## config.mk

```make
export PLATFORM = sky130hd
export DESIGN_NAME = rps_pin_select
export DESIGN_NICKNAME = d
export VERILOG_FILES = /design/src/design/rps_pkg.sv /design/src/design/rps_out_func_regs.sv /design/src/design/rps_pin_select.sv
export SDC_FILE = /design/constraint.sdc
export NUM_CORES = 1
export LEC_CHECK = 0
export ABC_AREA = 1
export ABC_CLOCK_PERIOD_IN_PS = 2800
export BUFFER_PORTS_ARGS = -buffer_cell sky130_fd_sc_hd__buf_2
export CORE_MARGIN = 2
export CORE_UTILIZATION = 40
export CTS_CLUSTER_SIZE = 25
export DETAILED_ROUTE_END_ITERATION = 7
export HOLD_SLACK_MARGIN = 0.1
export PLACE_DENSITY_LB_ADDON = 0.05
export SLEW_MARGIN = 20
export SYNTH_ARGS = -nofsm -noshare
export SYNTH_HDL_FRONTEND = slang
export SYNTH_SLANG_ARGS = --single-unit
export TNS_END_PERCENT = 1
```

## constraint.sdc

```tcl
create_clock -name clk_i -period 2.8 [get_ports clk_i]
set_clock_uncertainty 0.05 [all_clocks]
set_input_delay 0.14 -clock clk_i [delete_from_list [all_inputs] [get_ports clk_i]]
set_output_delay 0.14 -clock clk_i [all_outputs]
set_load 0.02 [all_outputs]
```

## src/design/rps_pkg.sv

```systemverilog
// Package with register map, field layout and types of the remappable pin select block.
package rps_pkg;

    localparam int          RPS_NUM_PINS   = 16;
    localparam int          RPS_SEL_W      = 5;
    localparam int          RPS_NUM_IN_SEL = 6;
    localparam int          RPS_NUM_OUT_RG = 8;
    localparam int          RPS_NUM_REGS   = RPS_NUM_IN_SEL / 2 + 1 + RPS_NUM_OUT_RG;
    localparam int          RPS_ADDR_W     = 6;
    localparam int          RPS_REG_W      = 16;
    localparam int          RPS_DATA_W     = 32;
    localparam int          RPS_LO_LSB     = 0;
    localparam int          RPS_HI_LSB     = 8;
    localparam int          RPS_FUNC_W     = RPS_SEL_W;

    // Word indices; byte address is four times the index.
    localparam logic [3:0]  RPS_IDX_FAULT  = 4'h0;
    localparam logic [3:0]  RPS_IDX_UART   = 4'h1;
    localparam logic [3:0]  RPS_IDX_SPICD  = 4'h2;
    localparam logic [3:0]  RPS_IDX_SPISS  = 4'h3;
    localparam logic [3:0]  RPS_IDX_OUT0   = 4'h4;
    localparam logic [3:0]  RPS_IDX_OUT7   = 4'hb;

    localparam logic [4:0]  RPS_IN_RST     = 5'h1f;
    localparam logic [4:0]  RPS_OUT_RST    = 5'h00;
    localparam logic [4:0]  RPS_IN_OFF     = 5'h1f;
    localparam logic [4:0]  RPS_PIN_MAX    = 5'h0f;

    typedef logic [RPS_SEL_W-1:0] rps_sel_t;

    // Input selector bank, in the order of the peripheral inputs.
    typedef struct packed {
        rps_sel_t spi_slave_sel_pin_sel;
        rps_sel_t spi_data_in_pin_sel;
        rps_sel_t spi_clock_pin_sel;
        rps_sel_t uart_cts_pin_sel;
        rps_sel_t uart_rx_pin_sel;
        rps_sel_t fault_a_pin_sel;
    } rps_in_sel_s;

    // Routed peripheral inputs.
    typedef struct packed {
        logic spi_slave_sel_in;
        logic spi_data_in;
        logic spi_clock_in;
        logic uart_cts_in;
        logic uart_rx_in;
        logic compare_fault_a_in;
    } rps_periph_in_s;

    // Picks a pin by selector code; codes above the last pin hold the input low.
    function automatic logic rps_route(input logic [RPS_NUM_PINS-1:0] pins,
                                       input rps_sel_t sel);
        if (sel <= RPS_PIN_MAX) begin
            return pins[sel[3:0]];
        end
        return 1'b0;
    endfunction

endpackage

```

## src/design/rps_out_func_regs.sv

```systemverilog
// Register bank of the per-pin output function selectors.
`timescale 1ns/1ps
module rps_out_func_regs
    import rps_pkg::*;
(
    // Clock and reset
    input  wire logic                                  clk_i,
    input  wire logic                                  rst_i,
    // Write port
    input  wire logic                                  we_i,
    input  wire logic [2:0]                            widx_i,
    input  wire logic [RPS_REG_W-1:0]                  wdata_i,
    // Read port
    input  wire logic [2:0]                            ridx_i,
    output logic      [RPS_REG_W-1:0]                  rdata_o,
    // Selectors of all pins
    output logic      [RPS_NUM_PINS-1:0][RPS_SEL_W-1:0] func_o
);

    logic [RPS_NUM_PINS-1:0][RPS_SEL_W-1:0] func_r;

    assign func_o = func_r;

    always_ff @(posedge clk_i) begin
        if (rst_i) begin
            func_r <= {RPS_NUM_PINS{RPS_OUT_RST}};
        end else if (we_i) begin
            func_r[{widx_i, 1'b0}] <= wdata_i[RPS_LO_LSB +: RPS_SEL_W];
            func_r[{widx_i, 1'b1}] <= wdata_i[RPS_HI_LSB +: RPS_SEL_W];
        end
    end

    // Read data leaves a register; unused bits stay zero.
    always_ff @(posedge clk_i) begin
        if (rst_i) begin
            rdata_o <= '0;
        end else begin
            rdata_o <= '0;
            rdata_o[RPS_LO_LSB +: RPS_SEL_W] <= func_r[{ridx_i, 1'b0}];
            rdata_o[RPS_HI_LSB +: RPS_SEL_W] <= func_r[{ridx_i, 1'b1}];
        end
    end

endmodule

```

## src/design/rps_pin_select.sv

```systemverilog
// Remappable pin select matrix with a classic Wishbone register slave.
`timescale 1ns/1ps
module rps_pin_select
    import rps_pkg::*;
(
    // Clock and reset
    input  wire logic                                  clk_i,
    input  wire logic                                  rst_i,
    // Wishbone slave
    input  wire logic                                  wb_cyc_i,
    input  wire logic                                  wb_stb_i,
    input  wire logic                                  wb_we_i,
    input  wire logic [RPS_ADDR_W-1:0]                 wb_adr_i,
    input  wire logic [3:0]                            wb_sel_i,
    input  wire logic [RPS_DATA_W-1:0]                 wb_dat_i,
    output logic      [RPS_DATA_W-1:0]                 wb_dat_o,
    output logic                                       wb_ack_o,
    output logic                                       wb_err_o,
    // Remappable pins
    input  wire logic [RPS_NUM_PINS-1:0]               remap_pin_i,
    // Peripheral side
    output rps_periph_in_s                             periph_in_o,
    output logic      [RPS_NUM_PINS-1:0][RPS_FUNC_W-1:0] pin_out_func_o
);

    rps_in_sel_s                            in_sel_r;
    logic                                   req;
    logic                                   ack_r;
    logic                                   err_r;
    logic [3:0]                             idx;
    logic                                   hit;
    logic                                   is_out;
    logic                                   out_we;
    logic [RPS_REG_W-1:0]                   wdata;
    logic [RPS_REG_W-1:0]                   out_rdata;
    logic [RPS_NUM_PINS-1:0][RPS_SEL_W-1:0] out_func;
    logic [RPS_DATA_W-1:0]                  in_rdata;
    logic                                   rd_from_out_r;
    logic [2:0]                             out_idx;
    logic [RPS_DATA_W-1:0]                  dat_r;

    // A new request is only seen while ack is low, so each access answers once.
    assign req    = wb_cyc_i && wb_stb_i && !ack_r && !err_r;
    assign idx    = wb_adr_i[RPS_ADDR_W-1:2];
    assign hit    = (idx <= RPS_IDX_OUT7);
    assign is_out = (idx >= RPS_IDX_OUT0) && hit;
    assign out_we = req && wb_we_i && is_out && (&wb_sel_i[1:0]);
    assign wdata  = wb_dat_i[RPS_REG_W-1:0];
    assign out_idx = 3'(idx - RPS_IDX_OUT0);

    // Packs the two output selectors of one register word; unused bits read as zero.
    function automatic logic [RPS_REG_W-1:0] out_word(
        input logic [RPS_NUM_PINS-1:0][RPS_SEL_W-1:0] func,
        input logic [2:0]                             widx);
        logic [RPS_REG_W-1:0] w;
        w = '0;
        w[RPS_LO_LSB +: RPS_SEL_W] = func[{widx, 1'b0}];
        w[RPS_HI_LSB +: RPS_SEL_W] = func[{widx, 1'b1}];
        return w;
    endfunction

    // Writes need both low byte lanes; a partial write leaves the fields unchanged.
    always_ff @(posedge clk_i) begin
        if (rst_i) begin
            in_sel_r <= {RPS_NUM_IN_SEL{RPS_IN_RST}};
        end else if (req && wb_we_i && (&wb_sel_i[1:0])) begin
            unique case (idx)
                RPS_IDX_FAULT: begin
                    in_sel_r.fault_a_pin_sel <= wdata[RPS_LO_LSB +: RPS_SEL_W];
                end
                RPS_IDX_UART: begin
                    in_sel_r.uart_rx_pin_sel  <= wdata[RPS_LO_LSB +: RPS_SEL_W];
                    in_sel_r.uart_cts_pin_sel <= wdata[RPS_HI_LSB +: RPS_SEL_W];
                end
                RPS_IDX_SPICD: begin
                    in_sel_r.spi_data_in_pin_sel <= wdata[RPS_LO_LSB +: RPS_SEL_W];
                    in_sel_r.spi_clock_pin_sel   <= wdata[RPS_HI_LSB +: RPS_SEL_W];
                end
                RPS_IDX_SPISS: begin
                    in_sel_r.spi_slave_sel_pin_sel <= wdata[RPS_LO_LSB +: RPS_SEL_W];
                end
                default: begin
                end
            endcase
        end
    end

    // Input selector readback, zero outside the implemented fields.
    always_comb begin
        in_rdata = '0;
        unique case (idx)
            RPS_IDX_FAULT: begin
                in_rdata[RPS_LO_LSB +: RPS_SEL_W] = in_sel_r.fault_a_pin_sel;
            end
            RPS_IDX_UART: begin
                in_rdata[RPS_LO_LSB +: RPS_SEL_W] = in_sel_r.uart_rx_pin_sel;
                in_rdata[RPS_HI_LSB +: RPS_SEL_W] = in_sel_r.uart_cts_pin_sel;
            end
            RPS_IDX_SPICD: begin
                in_rdata[RPS_LO_LSB +: RPS_SEL_W] = in_sel_r.spi_data_in_pin_sel;
                in_rdata[RPS_HI_LSB +: RPS_SEL_W] = in_sel_r.spi_clock_pin_sel;
            end
            RPS_IDX_SPISS: begin
                in_rdata[RPS_LO_LSB +: RPS_SEL_W] = in_sel_r.spi_slave_sel_pin_sel;
            end
            default: begin
            end
        endcase
    end

    rps_out_func_regs u_out_regs (
        .clk_i   (clk_i),
        .rst_i   (rst_i),
        .we_i    (out_we),
        .widx_i  (out_idx),
        .wdata_i (wdata),
        .ridx_i  (out_idx),
        .rdata_o (out_rdata),
        .func_o  (out_func)
    );

    // Bus answer one edge after the request; unmapped addresses raise err.
    always_ff @(posedge clk_i) begin
        if (rst_i) begin
            ack_r <= 1'b0;
        end else begin
            ack_r <= req && hit;
        end
    end

    always_ff @(posedge clk_i) begin
        if (rst_i) begin
            err_r <= 1'b0;
        end else begin
            err_r <= req && !hit;
        end
    end

    // The read word is captured at the taking edge, so the output leaves a flip-flop.
    always_ff @(posedge clk_i) begin
        if (rst_i) begin
            dat_r <= '0;
        end else if (req && hit) begin
            dat_r <= is_out ? RPS_DATA_W'(out_word(out_func, out_idx)) : in_rdata;
        end else begin
            dat_r <= '0;
        end
    end

    // Remembers which bank answered, for the readback cross-check below.
    always_ff @(posedge clk_i) begin
        if (rst_i) begin
            rd_from_out_r <= 1'b0;
        end else begin
            rd_from_out_r <= is_out;
        end
    end

    assign wb_ack_o = ack_r;
    assign wb_err_o = err_r;
    assign wb_dat_o = dat_r;

    // Peripheral inputs are registered so the outputs leave flip-flops.
    always_ff @(posedge clk_i) begin
        if (rst_i) begin
            periph_in_o <= '0;
        end else begin
            periph_in_o.compare_fault_a_in <= rps_route(remap_pin_i,
                                                        in_sel_r.fault_a_pin_sel);
            periph_in_o.uart_rx_in  <= rps_route(remap_pin_i, in_sel_r.uart_rx_pin_sel);
            periph_in_o.uart_cts_in <= rps_route(remap_pin_i, in_sel_r.uart_cts_pin_sel);
            periph_in_o.spi_clock_in <= rps_route(remap_pin_i, in_sel_r.spi_clock_pin_sel);
            periph_in_o.spi_data_in <= rps_route(remap_pin_i, in_sel_r.spi_data_in_pin_sel);
            periph_in_o.spi_slave_sel_in <= rps_route(remap_pin_i,
                                                      in_sel_r.spi_slave_sel_pin_sel);
        end
    end

    always_ff @(posedge clk_i) begin
        if (rst_i) begin
            pin_out_func_o <= {RPS_NUM_PINS{RPS_OUT_RST}};
        end else begin
            pin_out_func_o <= out_func;
        end
    end
endmodule

```

==> results.md <==
* Run status: finished clean
* Finished Cell Area at 0.0108 mm2
* Netlist cell types at 28
* Critical Path Fanout Max at 20
* Post-synthesis sequential area ratio at 45.9%
* Hold_ws at 0.122 ns
* Largest net degree at the start of global routing at 113
* CTS Buffer Depth at 3
* DP HPWL at 19.0 mm
* Largest family of logic cells by synthesized area: simple AND/OR/NAND/NOR gates
* Maximum vdd ir drop at 0.323 mV
* CTS Root Cell: clkbuf_16
* Drc violations at 0
* Max layer used: met4
* RSZ-0062 raised after global routing: no
* Hold depth at 4
* Worst Path Required at 3.18 ns
* Setup WS pre-CTS at about 0.82 ns
* Worst EP arrival at 2.59 ns
* Placed Area at 0.00987 mm2
* Placement row count at 55
* Clock buffers created by TritonCTS at 23
* Synthesized area per cell at 6.73 um2
* RePlAce Congestion at 0.842
* Most frequent cells in the layout: nand2_1 (393), nor2_1 (257), dfxtp_1 (208), inv_1 (145), buf_2 (134)
* Min-Delay Endpoint: wb_dat_o[10]
* Slowest CP cell: dlygate4sd3_1
* Total of max-cap violations at 0
* Synth Area in Compound Gates at 5.04%
* Hold Crit Start: wb_adr_i[4]
* Post-Synth XOR/XNOR Area at 0%
* Metal3 WL at 1.97 mm
* Die Wd at 155 um
* Setup ws final at 0.584 ns
* Post-synthesis simple-gate area fraction at 36.8%
* Setup tns final at 0 ns
* Gr usage total at about a quarter
* Seq cells post-synth at roughly 210
* HP Class: in2reg
* Antenna violations before repair at 0
* F_max at 451 MHz
* Worst-Skew Late Latency at 0.51 ns
* Antenna-violating nets left at 0
* Fill count at about 2400
* Die area at 0.0239 mm2
* Post-route insts no fill at 1780
* Post-route minimum period at 2.22 ns
* DR vias at 8542
* # nets final at 1545
* Area share of the largest cell type after synthesis at 45.9%
* Top post-synthesis cells by area: dfxtp_1 (46%), nand2_1 (16%), nor2_1 (11%)
* Most common cell after layout, fill and taps aside: nand2_1
* Reg-to-reg startpoint: wb_ack_o
* FF+latch area at 0.00416 mm2
* Clk sinks at between 200 and 250
* M1 WL at 13.7 mm
* Reg2Reg Depth at 5
* Dpl cells at 1725
* Core area at 0.0224 mm2
* TritonCTS clock tree: done
* Vias per Instance at 4.80
* CP endpoint kind: register
* First-pass GRT wire length at 43.3 mm
* Initial DRT Pass Iterations at 6
* Starting Density at between 40 and 50%
* Yosys top cell by area: dfxtp_1
* Vias in the first global route at 7715
* Total global routing overflow at 0
* Critical Path Start Type: input pin
* PortBufs at 134
* Starting DRT DRC Count at 652
* Post-Synth Adder-Cell Area at 0.276%
* Htree depth at 1
* Max incr delay on CP at 0.58 ns
* Worst-Margin Slew at roughly 0.9 ns
* Synthesis-to-layout area growth at 19.1%
* Reg2Reg Setup Slack at between 1 and 1.5 ns
* Cell area after synthesis at between 0.009 and 0.01 mm2
* Share of layout cells above drive strength 1 at 14.4%
* Worst slew margin relative to its limit at around two fifths
* Postcts setup bufs at 0
* Fin crit share at 79.1%
* Routed length on met2 at 11.5 mm
* Die Height at 155 um
* Worst R2R End: in_sel_r[7]
* Hold Fails Final Rpt at 0
* Worst path cell trace: dlygate4sd3_1 > buf_2 > nand2_1 > dlygate4sd3_1 > nor3_4 > nand2_1 > inv_2 > nand2_1 > o211ai_1
* Routed Wire Length at 27.9 mm
* Post-synthesis mux area share at 0%
* Lkg Pwr at 0.00515 uW
* Post-cts resize count at 0
* Final-report setup violation count at 0
* Syn. warnings at 0
* Final Slew Violations at 0
* Clk slew on worst S/H paths at 0.06 ns
* Setup Crit Path Kind: in2reg
* DR WL/cell at 15.7 um
* PD cells at 605 mW/mm2
* Cells after Synth at 1349
* # diodes at 0
* Multi-input logic area at 0.00391 mm2
* Most used cell, CP: nand2_1
* IO Pins at 183
[cell type report]
cell class	count	area share (%)
Sequential cell	208	38.5
Inverter	163	5.66
Timing Repair Buffer	168	9.03
Clock inverter	8	1.15
Tap cell	285	3.30
Clock buffer	32	6.19
Multi-Input combinational cell	916	36.2
[stage by stage]
step	power, uW	util, %
after detailed placement	3430	44.0
after global routing	6770	48.2
after floorplan	3320	-
final	6540	48.2
after global placement	3430	44.0
after CTS	6610	48.2
[power breakdown]
group          total (uW)  switching (uW)  internal [uW]
registers            2970            6.04           2970
logic                 411             303            109
clock network        3150            1210           1940
[timing repair]
item / CTS / global route
hold endpoints to repair: 19 / 0
setup endpoints to repair: 0 / 0
hold buffers: 15 / 0
[layer usage]
| layer | GRT usage [%] | up-vias |
|---|---|---|
| li1 | - | 4345 |
| met5 | 0 | - |
| met4 | 7.23 | 0 |
| met1 | 34.4 | 3828 |
| met3 | 3.92 | 49 |
| met2 | 34.6 | 320 |
[synthesized netlist by cell type (all sizes together)]
cell type	number
clkbuf	21
nand3	128
a21oi	31
nand3b	3
clkinv	14
dfxtp	208
buf	62
nand4	10
or2	4
nor2	268
nand2	396
o211ai	27
o21ai	20
ha	2
inv	149
nor3	5
conb	1
[registers in the layout, summed over array words and instances, names as in the netlist]
name,count
periph_in_o,6
u_out_regs.func_o,80
pin_out_func_o,80
wb_err_o,1
wb_dat_o,10
wb_ack_o,1
in_sel_r,30
[critical path: cells and delay by family]
| family | cells | cell delay, ns |
|---|---|---|
| buf+inv | 4 | 1.30 |
| simple gates | 4 | 0.83 |
| compound gates | 1 | 0.32 |
[kinds of logic after synthesis]
logic type	Yosys count
simple gates	814
fa+ha+maj	2
flops	208
buf+inv	246
other cells	1
compound gates	78
[worst max-delay path by stage]
| stage | endpoint | startpoint | slack, ns |
|---|---|---|---|
| final | in_sel_r[7] | wb_stb_i | 0.58 |
| after detailed placement | in_sel_r[12] | wb_adr_i[3] | 0.82 |
| after global placement | in_sel_r[12] | wb_adr_i[3] | 0.86 |
| after CTS | in_sel_r[12] | wb_stb_i | 0.63 |
| after floorplan | in_sel_r[5] | wb_adr_i[4] | 0.97 |
| after global routing | in_sel_r[13] | wb_stb_i | 0.45 |
Note: power is estimated with default switching activity, not from simulation.
